**config.mk**
```make
export PLATFORM = sky130hd
export DESIGN_NAME = rbpc_top
export DESIGN_NICKNAME = d
export VERILOG_FILES = /design/src/include/rbpc_pkg.sv /design/src/hw/rbpc_sync.sv /design/src/hw/rbpc_top.sv
export VERILOG_INCLUDE_DIRS = /design/src /design/src/include
export SDC_FILE = /design/constraint.sdc
export NUM_CORES = 1
export LEC_CHECK = 0
export BUFFER_PORTS_ARGS = -buffer_cell sky130_fd_sc_hd__clkbuf_2
export CORE_MARGIN = 2
export CORE_UTILIZATION = 50
export DETAILED_ROUTE_END_ITERATION = 7
export MAX_ROUTING_LAYER = met4
export PLACE_DENSITY = 0.85
export RECOVER_POWER = 25
export SLEW_MARGIN = 10
export SYNTH_ARGS = -nofsm -noshare
export SYNTH_HDL_FRONTEND = slang
export SYNTH_SLANG_ARGS = --single-unit
```
**constraint.sdc**
```tcl
create_clock -name clock -period 5.75 [get_ports clock]
set_clock_uncertainty 0.2 [all_clocks]
set_input_delay 1.15 -clock clock [delete_from_list [all_inputs] [get_ports clock]]
set_output_delay 1.15 -clock clock [all_outputs]
set_load 0.05 [all_outputs]
```
**src/include/rbpc_map.svh**
```systemverilog
`ifndef RBPC_MAP_SVH
`define RBPC_MAP_SVH

// ****************************************************************
// Timing.
// ****************************************************************
`define RBPC_CLK_MHZ 250
`define RBPC_RELEASE_US 100
`define RBPC_RELEASE_CYCLES (`RBPC_RELEASE_US * `RBPC_CLK_MHZ)
`define RBPC_CNT_W 24

// ****************************************************************
// Register offsets.
// ****************************************************************
`define RBPC_ADDR_W 4
`define RBPC_A_CTRL 4'h0
`define RBPC_A_PERIPH_RST 4'h1
`define RBPC_A_STATUS 4'h2
`define RBPC_A_IRQ_STAT 4'h3
`define RBPC_A_IRQ_MASK 4'h4

// ****************************************************************
// Field positions and reset values.
// ****************************************************************
`define RBPC_CTRL_SEL_LO 0
`define RBPC_CTRL_SEL_HI 1
`define RBPC_CTRL_BOOTDIS 2
`define RBPC_ST_BOD 0
`define RBPC_ST_PROT_LO 1
`define RBPC_ST_PROT_HI 2
`define RBPC_ST_BOOT 3
`define RBPC_IRQ_FALL 0
`define RBPC_IRQ_RISE 1
`define RBPC_PERIPH_N 5
`define RBPC_BOD_N 4
`define RBPC_RESET_VECTOR 32'h0000_0000
`define RBPC_CTRL_RST 3'h0

`endif

```
**src/include/rbpc_pkg.sv**
```systemverilog
package rbpc_pkg;

    typedef enum logic [2:0] {
        ST_RESET = 3'b001,
        ST_WAIT = 3'b010,
        ST_RUN = 3'b100
    } rbpc_state_t;

    typedef enum logic [1:0] {
        PROT_NONE = 2'h0,
        PROT_ONE = 2'h1,
        PROT_TWO = 2'h2,
        PROT_THREE = 2'h3
    } rbpc_prot_t;

    typedef enum logic [1:0] {
        ISP_FULL = 2'h0,
        ISP_LIMITED = 2'h1,
        ISP_ERASE_ONLY = 2'h2,
        ISP_DENIED = 2'h3
    } rbpc_isp_t;

    typedef struct packed {
        logic pin;
        logic wdt;
        logic por;
        logic brownout_detector;
        logic sw;
    } rbpc_src_t;

    typedef struct packed {
        logic [3:0] addr;
        logic [31:0] wdata;
        logic wr;
        logic rd;
    } rbpc_bus_t;

    typedef struct packed {
        rbpc_state_t st;
        logic [23:0] cnt;
        logic flash_init;
        logic [1:0] bod_sel;
        logic boot_pin_dis;
        logic [4:0] periph_rst;
        logic [1:0] irq_stat;
        logic [1:0] irq_mask;
        logic [31:0] rdata;
        logic bod_lvl;
        rbpc_prot_t prot;
        logic boot_req;
        logic [31:0] fetch_addr;
    } rbpc_st_t;

endpackage

```
**src/hw/rbpc_sync.sv**
```systemverilog
`timescale 1ns/100ps

// ****************************************************************
// Two-stage synchroniser for asynchronous levels.
// ****************************************************************
module rbpc_sync #(
    parameter int W = 1
) (
    // Clock and reset.
    input wire logic clock,
    input wire logic sys_rst,
    // Levels.
    input wire logic [W-1:0] din,
    output logic [W-1:0] dout
);

    typedef struct packed {
        logic [W-1:0] s1;
        logic [W-1:0] s2;
    } rbpc_sync_st_t;

    rbpc_sync_st_t st_q;
    rbpc_sync_st_t st_d;

    always_comb begin
        st_d.s1 = din;
        st_d.s2 = st_q.s1;
    end

    always_ff @(posedge clock) begin
        if (sys_rst) begin
            st_q <= '0;
        end else begin
            st_q <= st_d;
        end
    end

    assign dout = st_q.s2;

endmodule

```
**src/hw/rbpc_top.sv**
```systemverilog
// Added by the designer: the plain strobed port and the placing of the registers.
`timescale 1ns/100ps
`include "rbpc_map.svh"

module rbpc_top #(
    parameter int RELEASE_CYCLES = `RBPC_RELEASE_CYCLES,
    parameter logic [31:0] PATTERN_ONE = 32'h1111_1111,
    parameter logic [31:0] PATTERN_TWO = 32'h2222_2222,
    parameter logic [31:0] PATTERN_THREE = 32'h3333_3333
) (
    // Clock and reset.
    input wire logic clock,
    input wire logic sys_rst,
    // Reset sources.
    input wire logic reset_pin_n,
    input wire logic por_active,
    input wire logic bod_reset,
    input wire logic wdt_reset,
    input wire logic software_system_reset_request,
    // Brownout detector comparators, one per programmable threshold.
    input wire logic [`RBPC_BOD_N-1:0] brownout_detector_below,
    // Boot entry pin and flash protection word.
    input wire logic boot_entry_pin,
    input wire logic [31:0] flash_prot_word,
    // Register port.
    input wire logic [`RBPC_ADDR_W-1:0] reg_addr,
    input wire logic [31:0] reg_wdata,
    input wire logic reg_wr,
    input wire logic reg_rd,
    output logic [31:0] reg_rdata,
    // Reset and clock control outputs.
    output logic chip_reset,
    output logic internal_rc_oscillator_en,
    output logic flash_init_start,
    output logic [31:0] cpu_fetch_addr,
    output logic [`RBPC_PERIPH_N-1:0] periph_reset,
    // Interrupts.
    output logic brownout_irq,
    output logic irq,
    // Read protection controls.
    output logic debug_enable,
    output rbpc_pkg::rbpc_isp_t bootloader_programming_cmds,
    output logic bootloader_sector0_ok,
    output logic bootloader_enter,
    output logic in_app_programming_en
);

    // ****************************************************************
    // Parameter checks.
    // ****************************************************************
    if (RELEASE_CYCLES < 1 || RELEASE_CYCLES >= (1 << `RBPC_CNT_W)) begin : g_chk
        $error("RELEASE_CYCLES out of range.");
    end

    localparam logic [`RBPC_CNT_W-1:0] REL_LAST = `RBPC_CNT_W'(RELEASE_CYCLES - 1);

    // ****************************************************************
    // Input synchronisation.
    // ****************************************************************
    localparam int SW = 4 + `RBPC_BOD_N;

    logic [SW-1:0] sync_in;
    logic [SW-1:0] sync_out;
    rbpc_pkg::rbpc_src_t src;
    rbpc_pkg::rbpc_bus_t bus;
    logic [`RBPC_BOD_N-1:0] below_s;
    logic boot_pin_s;
    logic any_src;

    assign sync_in = {~reset_pin_n, por_active, bod_reset, boot_entry_pin,
                      brownout_detector_below};

    rbpc_sync #(
        .W(SW)
    ) u_sync (
        .clock(clock),
        .sys_rst(sys_rst),
        .din(sync_in),
        .dout(sync_out)
    );

    always_comb begin
        src.pin = sync_out[SW-1];
        src.por = sync_out[SW-2];
        src.brownout_detector = sync_out[SW-3];
        src.wdt = wdt_reset;
        src.sw = software_system_reset_request;
        boot_pin_s = sync_out[SW-4];
        below_s = sync_out[`RBPC_BOD_N-1:0];
        bus.addr = reg_addr;
        bus.wdata = reg_wdata;
        bus.wr = reg_wr;
        bus.rd = reg_rd;
        any_src = |src;
    end

    // ****************************************************************
    // Protection decoding.
    // ****************************************************************
    function automatic rbpc_pkg::rbpc_prot_t prot_decode(input logic [31:0] word);
        rbpc_pkg::rbpc_prot_t lvl;
        lvl = rbpc_pkg::PROT_NONE;
        if (word == PATTERN_ONE) begin
            lvl = rbpc_pkg::PROT_ONE;
        end else if (word == PATTERN_TWO) begin
            lvl = rbpc_pkg::PROT_TWO;
        end else if (word == PATTERN_THREE) begin
            lvl = rbpc_pkg::PROT_THREE;
        end
        return lvl;
    endfunction

    function automatic logic [31:0] status_word(input rbpc_pkg::rbpc_st_t s);
        logic [31:0] w;
        w = '0;
        w[`RBPC_ST_BOD] = s.bod_lvl;
        w[`RBPC_ST_PROT_HI:`RBPC_ST_PROT_LO] = s.prot;
        w[`RBPC_ST_BOOT] = s.boot_req;
        return w;
    endfunction

    // ****************************************************************
    // State.
    // ****************************************************************
    rbpc_pkg::rbpc_st_t st_q;
    rbpc_pkg::rbpc_st_t st_d;
    logic bod_sel_lvl;
    logic [1:0] irq_ev;
    logic [1:0] irq_clr;

    always_comb begin
        st_d = st_q;
        st_d.flash_init = 1'b0;
        st_d.rdata = '0;
        bod_sel_lvl = below_s[st_q.bod_sel];
        st_d.bod_lvl = bod_sel_lvl;
        irq_ev = {bod_sel_lvl & ~st_q.bod_lvl, ~bod_sel_lvl & st_q.bod_lvl};
        irq_clr = '0;
        case (st_q.st)
            rbpc_pkg::ST_RESET: begin
                st_d.cnt = '0;
                if (!any_src) begin
                    st_d.st = rbpc_pkg::ST_WAIT;
                end
            end
            rbpc_pkg::ST_WAIT: begin
                st_d.cnt = st_q.cnt + 1'b1;
                if (st_q.cnt == REL_LAST) begin
                    st_d.st = rbpc_pkg::ST_RUN;
                    st_d.prot = prot_decode(flash_prot_word);
                    st_d.boot_req = boot_pin_s;
                    st_d.fetch_addr = `RBPC_RESET_VECTOR;
                end
            end
            rbpc_pkg::ST_RUN: begin
                if (bus.wr) begin
                    case (bus.addr)
                        `RBPC_A_CTRL: begin
                            st_d.bod_sel = bus.wdata[`RBPC_CTRL_SEL_HI:`RBPC_CTRL_SEL_LO];
                            st_d.boot_pin_dis = bus.wdata[`RBPC_CTRL_BOOTDIS];
                        end
                        `RBPC_A_PERIPH_RST: begin
                            st_d.periph_rst = bus.wdata[`RBPC_PERIPH_N-1:0];
                        end
                        `RBPC_A_IRQ_STAT: begin
                            irq_clr = bus.wdata[1:0];
                        end
                        `RBPC_A_IRQ_MASK: begin
                            st_d.irq_mask = bus.wdata[1:0];
                        end
                        default: begin
                        end
                    endcase
                end
                if (bus.rd) begin
                    case (bus.addr)
                        `RBPC_A_CTRL: begin
                            st_d.rdata = {29'h0, st_q.boot_pin_dis, st_q.bod_sel};
                        end
                        `RBPC_A_PERIPH_RST: begin
                            st_d.rdata = {27'h0, st_q.periph_rst};
                        end
                        `RBPC_A_STATUS: begin
                            st_d.rdata = status_word(st_q);
                        end
                        `RBPC_A_IRQ_STAT: begin
                            st_d.rdata = {30'h0, st_q.irq_stat};
                        end
                        `RBPC_A_IRQ_MASK: begin
                            st_d.rdata = {30'h0, st_q.irq_mask};
                        end
                        default: begin
                            st_d.rdata = '0;
                        end
                    endcase
                end
                st_d.irq_stat = (st_q.irq_stat & ~irq_clr) | irq_ev;
            end
            default: begin
                st_d.st = rbpc_pkg::ST_RESET;
            end
        endcase
        if (any_src) begin
            st_d.st = rbpc_pkg::ST_RESET;
            st_d.cnt = '0;
            st_d.flash_init = (st_q.st != rbpc_pkg::ST_RESET);
            {st_d.boot_pin_dis, st_d.bod_sel} = `RBPC_CTRL_RST;
            st_d.periph_rst = '0;
            st_d.irq_stat = '0;
            st_d.irq_mask = '0;
            st_d.rdata = '0;
            st_d.prot = rbpc_pkg::PROT_NONE;
            st_d.boot_req = 1'b0;
            st_d.fetch_addr = `RBPC_RESET_VECTOR;
        end
    end

    always_ff @(posedge clock) begin
        if (sys_rst) begin
            st_q <= '0;
            st_q.st <= rbpc_pkg::ST_RESET;
            st_q.flash_init <= 1'b1;
            st_q.fetch_addr <= `RBPC_RESET_VECTOR;
        end else begin
            st_q <= st_d;
        end
    end

    // ****************************************************************
    // Outputs.
    // ****************************************************************
    always_comb begin
        chip_reset = (st_q.st != rbpc_pkg::ST_RUN);
        internal_rc_oscillator_en = 1'b1;
        flash_init_start = st_q.flash_init;
        cpu_fetch_addr = st_q.fetch_addr;
        periph_reset = st_q.periph_rst | {`RBPC_PERIPH_N{chip_reset}};
        brownout_irq = st_q.bod_lvl;
        irq = |(st_q.irq_stat & st_q.irq_mask);
        reg_rdata = st_q.rdata;
        debug_enable = (st_q.prot == rbpc_pkg::PROT_NONE);
        bootloader_sector0_ok = (st_q.prot == rbpc_pkg::PROT_NONE);
        in_app_programming_en = 1'b1;
        case (st_q.prot)
            rbpc_pkg::PROT_NONE: bootloader_programming_cmds = rbpc_pkg::ISP_FULL;
            rbpc_pkg::PROT_ONE: bootloader_programming_cmds = rbpc_pkg::ISP_LIMITED;
            rbpc_pkg::PROT_TWO: bootloader_programming_cmds = rbpc_pkg::ISP_ERASE_ONLY;
            default: bootloader_programming_cmds = rbpc_pkg::ISP_DENIED;
        endcase
        bootloader_enter = st_q.boot_req & ~st_q.boot_pin_dis & ~chip_reset
                           & (st_q.prot != rbpc_pkg::PROT_THREE);
    end

    // ****************************************************************
    // Checks.
    // ****************************************************************
    logic [`RBPC_CNT_W-1:0] wait_len_q;

    always_ff @(posedge clock) begin
        if (sys_rst || st_q.st != rbpc_pkg::ST_WAIT) begin
            wait_len_q <= '0;
        end else begin
            wait_len_q <= wait_len_q + 1'b1;
        end
    end
endmodule

```
Yosys cells after proc, flatten, opt, wreduce, memory -nomap -nowiden
Index checks and enable logic that the tools add are counted.
- add/sub/neg operators: 1
- order comparisons: 1
- equal/unequal tests: 17
- mux-type cells: 21
- bitwise gates (word level): 17
- reductions and logical operators: 12
- operators with widths (operator ; number):
    $eq 32x30->1 const B ; 2
    $pmux 24 s2 ; 1
    $mux 45 ; 1
    $mux 44 ; 1
    $eq 32x29->1 const B ; 1
    $mux 32 ; 1
    $pmux 5 s5 ; 1
    $add 24x1->24 const B ; 1
    $eq 24x15->1 const B ; 1
    $mux 2 ; 8
    $pmux 3 s3 ; 1
    $reduce_and 3->1 ; 3
    $eq 4x2->1 const B ; 2
    $mux 8 ; 1
    $reduce_or 8->1 ; 1
    $not 1->1 ; 7
    $mux 3 ; 2
    $pmux 2 s3 ; 1
    $reduce_or 6->1 ; 1
    $and 1x1->1 ; 5
    $mux 5 ; 1
    $or 5x5->5 ; 1
    $reduce_or 5->1 ; 1
    $and 2x2->2 ; 2
    20 further kinds ; 22
- flip-flop bits (word level): 92
- input port bits: 82
- output and inout port bits: 80
- word-level logic and storage cells: 83

Depth between registers and ports, before layout
Gate-level depths: netlist (run 1).
- depth after elaboration: 9
- depth in mapped cells: 6
- depth with buffers taken out: 5

By module
Synthesis (run 1) repeated with hierarchy kept, for this count alone.
- cells, all modules: 403
- area total of the unflattened synthesis: 3530.9 sq um
- by module, submodules not included (module ; instances ; cells each ; area each (sq um) ; sequential area each (sq um)):
    rbpc_top ; 1 ; 370 ; 3066.7 ; 980.9
    rbpc_sync ; 1 ; 33 ; 464.2 ; 320.3

Worst setup path before layout (run 1)
No wires, ideal clock.
- path type: register -> output
- start point: register st_q[107] in the netlist's numbering
- end point: output bootloader_enter
- data arrival time: 3.839 ns
- data required time: 4.400 ns
- setup slack: 0.561 ns
- stages on the path, launching flop included: 5
- buffers on the path: 1
- cell sequence: dfxtp_1 > nor3b_1 > clkbuf_1 > inv_1 > a2111oi_0
- longest elaborated chain between the ends: 4
- RTL lines (what ; RTL line ; text):
    from (decl) ; rbpc_top.sv:125 ; rbpc_pkg::rbpc_st_t st_q;
    from (signal assigned) ; rbpc_top.sv:225 ; st_q <= st_d;
    $ne 3x3->1 ; rbpc_top.sv:233 ; chip_reset = (st_q.st != rbpc_pkg::ST_RUN);
    net chip_reset ; rbpc_top.sv:32 ; output logic chip_reset,
    $not 1->1 ; rbpc_top.sv:250 ; bootloader_enter = st_q.boot_req & ~st_q.boot_pin_dis & ~chip_reset
    $and 1x1->1 ; rbpc_top.sv:250 ;
    $and 1x1->1 ; rbpc_top.sv:251 ; & (st_q.prot != rbpc_pkg::PROT_THREE);
    to (decl) ; rbpc_top.sv:44 ; output logic bootloader_enter,
The timed path passes the listed nets, and every way through them passes these cells.

Worst setup path in the final report (run 1)
- start point: register st_q[107] in the netlist's numbering
- end point: output bootloader_enter
- longest elaborated chain between the ends: 4
- RTL lines (what ; RTL line):
    $ne 3x3->1 ; rbpc_top.sv:233
    $not 1->1 ; rbpc_top.sv:250
    $and 1x1->1 ; rbpc_top.sv:250
    $and 1x1->1 ; rbpc_top.sv:251
Every way passes these cells.

==> run_results.csv, run 1 <==
group,metric,value,unit
global_route,antenna_found_initial,0,
global_route,grt_max_degree,32,
sta,period_needed,3507,ps
floorplanning,io_pins,162,
worst_setup_path,path_delay_family,"buffers and inverters",
worst_setup_path,crit_path_max_incr_delay,470,ps
synth,synth_edf_count,0,
sta,fin_setup_tns,0,ps
layout,syn_to_final_growth,10.82,%
synth,ys.flop_type,"dfxtp_1",
placement,io_buffers,73,
job,drv_cap,0,
synth,syn_area,3516,µm²
cts,worstSkewPairLatency,340,ps
sta,fin_crit_sh,61.00,%
placement,hpwl,5623,µm
cts,root_buffer,"clkbuf_8",
sta,tightest_slew,705.3,ps
synth,synth_cells,412,
floorplanning,rows,30,
worst_setup_path,crit_buf_inv,3,
placement,gp_congestion,0.8673,
power,worst_ir_drop_vdd,0.2289,mV
min_path,hold_path_class,"flop to flop",
drt,firstDrtPassIters,5,
global_route,grt_pass1_vias,2707,
worst_setup_path,rr_worst_depth,4,
layout,antennaDiodeCount,0,
synth,synth.avg_cell_area,8.534,µm²
drt,finalWirelength,7848,µm
synth,yosysUniqueCellTypes,53,
worst_setup_path,critPathKind,"flop to output port",
synth,yosys_register_bits,65,
drt,ant_nets,0,
min_path,hold_path_depth,1,
power,p_leak,1.595,nW
drt,wl_per_cell,13.65,µm
cts,cts_sinks,65,
layout,drive_above_1_share,20.04,%
worst_setup_path,cp_slowest_cell,"a2111oi_0",
floorplanning,die_y,87.86,µm
sta,drv_slew,0,
drt,vias_per_cell,5.402,
global_route,gr-total-overflow,0,
cts,clk_path_buf_depth,2,
cts,cts_made_buffers,9,
sta,setup-violations-final,0,
cts,cts_max_level,3,
sta,rsz0062_at_grt,"no",
cts,clk_pin_slew_worst_paths,80,ps
global_route,grt_use_total,20.53,%
sta,slew_headroom,52.81,%
cts,cts_tree,"done",
synth,ys_seq_area_share,37.01,%
sta,max_freq,0.2851,GHz
floorplanning,initial_core_util,51.75,%
floorplanning,die_x,87.86,µm
worst_setup_path,cp_num_cells,5,
sta,hold_viol_final,0,
global_route,grt_pass1_wl,11960,µm
floorplanning,dieArea,7719,µm²
worst_setup_path,end_kind,"output port",
cts,cts_setup_buffers,0,
power,fin_total_pwr,0.001035,W
cts,ctsHoldBuffers,0,
worst_setup_path,crit_chain,"nor3b_1 > buf_4 > inv_1 > a2111oi_0 > clkbuf_2",
synth,async_reset_ff_share,0,%
synth,yosys_warnings,0,
worst_setup_path,path_max_fanout,13,
drt,drt-initial-drc-count,233,
cts,cts.repair.resized,0,
run_status,status,"complete, no violations",
layout,nNetsFinal,557,
power,power_density,265.5,nW/µm²
drt,vias,3106,
floorplanning,core_area,6794,µm²
worst_setup_path,worstSetupStartpointType,"flop",
drt,drc_errors,0,
worst_setup_path,arrival,2160,ps
worst_setup_path,crit_required,4400,ps
[final cells by class]
class	count	area, µm²
fillers	584	2898
clock inverters	6	90.09
clock buffers	10	137.6
well taps	96	120.1
repair buffers	77	389.1
flip-flops and latches	65	1301
multi-input cells	314	1832
inverters	7	26.28
[Yosys cell counts, drive strengths merged, types with 3 or more instances]
cell	number	area share, %
buf	70	15
dfxtp	65	37
nor2	36	3.8
mux2i	21	6.0
nand2	20	2.1
nor2b	20	3.6
clkbuf	15	1.6
nand4	15	2.7
a21oi	14	2.0
o21ai	12	1.7
nand3	11	1.6
nor3	9	1.3
nor4	9	1.6
or3	9	1.6
or4	8	1.9
and3	7	1.2
inv	7	0.75
nand2b	6	1.1
o311ai	6	1.5
nand3b	5	1.1
o31ai	4	0.85
a211oi	3	0.64
and2	3	0.53
and4	3	0.75
nor3b	3	0.64
o21a	3	0.64
or2	3	0.53
[flip-flops by register name (all words and copies together), names as in the netlist]
register,cells
u_sync.dout,8
st_q,42
u_sync.st_d,8
flash_init_start,1
brownout_irq,1
reg_rdata,5
[where the power goes]
group | total (W) | internal [W] | leakage, nW | switching (W)
clock network | 0.000436 | 0.000257 | 0.113 | 0.000179
logic | 0.000139 | 0.0000236 | 0.955 | 0.000116
registers | 0.000459 | 0.000457 | 0.528 | 0.00000236
[final timing paths]
check / startpoint / end / slack (ps)
setup / recovery: st_q[107] / bootloader_enter / 2240
hold / removal: u_sync.st_d[2] / u_sync.dout[2] / 230
setup reg to reg: st_q[106] / st_q[33] / 3260
hold reg to reg: u_sync.st_d[2] / u_sync.dout[2] / 230
[cell families (layout without fill, tap and decap cells)]
| logic type | after synthesis | in the layout | synth area share, % |
|---|---|---|---|
| fa+ha+maj | 1 | 1 | 0.3558 |
| flops | 65 | 65 | 37.01 |
| other cells | 2 | 61 | 0.2136 |
| xor+xnor | 2 | 2 | 0.4983 |
| buf+inv | 92 | 100 | 17.19 |
| mux | 23 | 23 | 6.939 |
| simple gates | 173 | 173 | 27.51 |
| compound gates | 54 | 54 | 10.28 |
[stage by stage]
step	worst slack (ps)	cells	hold WS [ps]	util, %	cell area (µm²)
detailed placement	2170	559	225.1	54.09	3675
finish	2243	575	234.6	57.35	3896
CTS	2241	575	240.4	57.44	3902
floorplan	560.6	471	213.8	-	3737
global placement	2222	559	215.8	54.09	3675
global route	2110	575	245.6	57.35	3896
[layout by cell type, fill, tap and decap left out, types with 2 or more instances in the layout]
master	Yosys	layout
clkbuf_2	0	68
dfxtp_1	65	65
conb_1	2	61
nor2_1	36	36
mux2i_1	21	21
nor2b_1	20	20
nand2_1	20	20
nand4_1	15	15
a21oi_1	14	14
o21ai_0	12	12
nand3_1	11	11
clkbuf_8	0	10
nor4_1	9	9
nor3_1	9	9
or3_1	9	9
inv_1	7	7
and3_1	7	7
nand2b_1	6	6
or4_1	6	6
o311ai_0	6	6
nand3b_1	5	5
clkbuf_1	15	5
o31ai_1	4	4
buf_4	67	4
nor3b_1	3	3
and2_1	3	3
o21a_1	3	3
and4_1	3	3
a211oi_1	3	3
or2_2	2	2
nor4b_1	2	2
o211ai_1	2	2
a22oi_1	2	2
bufinv_16	0	2
[worst register-to-register path: cells and delay by family, from the launching register on]
kind | cells | cell delay, ps
flops | 1 | 410
compound gates | 2 | 600
simple gates | 2 | 1170
[layer usage]
layer	track usage, %	vias to the layer above	wire, µm	part of all wire, %
met5	-	-	0	0
met3	3.770	23	661	8.4
met2	34.57	181	3843	49
met4	11.05	0	229	2.9
li1	-	1468	-	-
met1	22.96	1434	3113	40
Note: power is estimated with default switching activity, not from simulation.
==> run 2: changes to the inputs <==
--- a/config.mk
+++ b/config.mk
@@ -8,10 +8,10 @@
 export LEC_CHECK = 0
 export BUFFER_PORTS_ARGS = -buffer_cell sky130_fd_sc_hd__clkbuf_2
 export CORE_MARGIN = 2
-export CORE_UTILIZATION = 50
+export CORE_UTILIZATION = 47
 export DETAILED_ROUTE_END_ITERATION = 7
 export MAX_ROUTING_LAYER = met4
-export PLACE_DENSITY = 0.85
+export PLACE_DENSITY = 0.8
 export RECOVER_POWER = 25
 export SLEW_MARGIN = 10
 export SYNTH_ARGS = -nofsm -noshare
==> constraint.sdc (replaced) <==
create_clock -name clock -period 3.29 [get_ports clock]
set_clock_uncertainty 0.2 [all_clocks]
set_input_delay 0.658 -clock clock [delete_from_list [all_inputs] [get_ports clock]]
set_output_delay 0.658 -clock clock [all_outputs]
set_load 0.05 [all_outputs]
==> run 2 against run 1 <==
Effect of this change:
- power grew 75%
- largest power group unchanged
- non-clock buffer count grew 5
- clock-buffer cell count is the same
==> run_results.csv, run 2 (synthesized netlist as in run 1, its figures left out) <==
group,metric,value,unit
floorplanning,rows,31,
floorplanning,initial_core_util,48.47,%
power,power_density,458.2,nW/µm²
power,power_frac_seq,44.3,%
power,switching_share,28.75,%
worst_setup_path,r2r-end,"st_q[33]",
floorplanning,die_x,90.49,µm
placement,hpwl,5586,µm
layout,multi_input_area,1851,µm²
power,pwr-share-clk,42.2,%
cts,clk_pin_slew_worst_paths,70,ps
drt,wl_per_cell,12.81,µm
global_route,grt_use_total,18.38,%
layout,stdcell_area,3954,µm²
cts,cts_tree,"done",
sta,rsz0062_at_grt,"no",
worst_setup_path,path_max_fanout,13,
cts,ctsHoldBuffers,0,
min_path,hold_path_class,"flop to flop",
worst_setup_path,rrSetupSlack,800,ps
sta,tightest_slew,793.4,ps
run_status,status,"complete, no violations",
drt,highest_layer,"met4",
sta,setup-violations-final,0,
layout,final_core_util,54.51,%
worst_setup_path,end_kind,"output port",
floorplanning,dieArea,8188,µm²
global_route,gr-total-overflow,0,
power,intPower,0.001291,W
cts,cts_made_buffers,9,
layout,layout_commonest_cell,"clkbuf_2",
layout,layout_common_cells,"clkbuf_2, dfxtp_1, conb_1, nor2_1, mux2i_1",
drt,drc_errors,0,
global_route,grt_pass1_vias,2665,
sta,drv_slew,0,
layout,n_fill_cell,637,
power,comb_power_share,13.6,%
drt,drt-initial-drc-count,225,
cts,cts_max_level,3,
sta,hold_slack,237.5,ps
sta,final_critical_path_setup_slack,448.8,ps
cts,clk_path_buf_depth,2,
floorplanning,die_y,90.49,µm
drt,finalWirelength,7467,µm
layout,drive_above_1_share,21.07,%
global_route,grt_pass1_wl,11900,µm
sta,fin_setup_tns,0,ps
drt,met1_length,3194,µm
drt,wl_met2,3493,µm
cts,worstSkewPairLatency,340,ps
sta,period_needed,2841,ps
power,worst_ir_drop_vdd,0.3574,mV
cts,cts.repair.resized,0,
power,p_switching,0.0005208,W
drt,wl_met3,624,µm
sta,fin_crit_sh,86.36,%
cts,root_buffer,"clkbuf_8",
worst_setup_path,rr_worst_depth,4,
worst_setup_path,crit_required,2430,ps
layout,seq_area,1301,µm²
layout,syn_to_final_growth,12.46,%
placement,io_buffers,73,
sta,hold_viol_final,0,
layout,antennaDiodeCount,0,
global_route,antenna_found_initial,0,
power,p_leak,1.619,nW
floorplanning,core_area,7253,µm²
worst_setup_path,critPathKind,"flop to output port",
sta,slew_headroom,46.99,%
min_path,hold_path_depth,1,
placement,post-place-ws,675.0,ps
placement,gp_congestion,0.9057,
global_route,grt_max_degree,19,
min_path,min_delay_worst_endpoint,"u_sync.dout[1]",
job,drv_cap,0,
floorplanning,io_pins,162,
worst_setup_path,rr_startpoint,"st_q[106]",
placement,place_area,3735,µm²
drt,firstDrtPassIters,5,
layout,nNetsFinal,562,
cts,cts_setup_buffers,0,
drt,vias,3051,
layout,regMostFlops,"st_q",
layout,largest_register_ffs,42,
drt,vias_per_cell,5.233,
sta,max_freq,0.3520,GHz
worst_setup_path,arrival,1980,ps
worst_setup_path,worstSetupStartpointType,"flop",
cts,cts_sinks,65,
min_path,holdCritStartpoint,"u_sync.st_d[1]",
drt,ant_nets,0,
[run 2: worst max-delay path, stage by stage, from the launching register on]
cell and delay (ps):
dfxtp_1 430, nor3b_1 220, buf_4 230, inv_1 120
a2111oi_4 300, clkbuf_2 330
[run 2: power by group through the flow]
stage | registers (W) | logic (W) | clock network (W)
floorplan | 0.000824 | 0.000247 | 0
global placement | 0.000820 | 0.000242 | 0
detailed placement | 0.000820 | 0.000245 | 0
CTS | 0.000802 | 0.000245 | 0.000774
global route | 0.000803 | 0.000258 | 0.000808
finish | 0.000802 | 0.000246 | 0.000764
[run 2: layer usage]
layer / up-vias / GRT usage (%)
li1: 1476 / -
met5: - / -
met2: 163 / 28.79
met1: 1397 / 21.86
met4: 0 / 10.00
met3: 15 / 4.341
[run 2: worst max path at each step]
stage,start,endpoint,cells past startpoint,slack (ps)
floorplan,st_q[107],bootloader_enter,4,330
global placement,sys_rst,reg_rdata[3],6,690
detailed placement,sys_rst,st_q[96],5,670
CTS,st_q[107],bootloader_enter,5,470
global route,st_q[107],bootloader_enter,5,370
finish,st_q[107],bootloader_enter,5,450
[run 2: area by class of cell]
cell class / count / area share, %
flip-flops and latches: 65 / 32.91
clock inverters: 6 / 2.278
repair buffers: 82 / 10.73
well taps: 99 / 3.133
multi-input cells: 314 / 46.80
inverters: 7 / 0.6646
clock buffers: 10 / 3.481
[run 2: stage by stage]
| stage | cells | total power, W |
|---|---|---|
| CTS | 583 | 0.001821 |
| global route | 583 | 0.001869 |
| detailed placement | 567 | 0.001065 |
| global placement | 567 | 0.001062 |
| finish | 583 | 0.001812 |
| floorplan | 471 | 0.001071 |
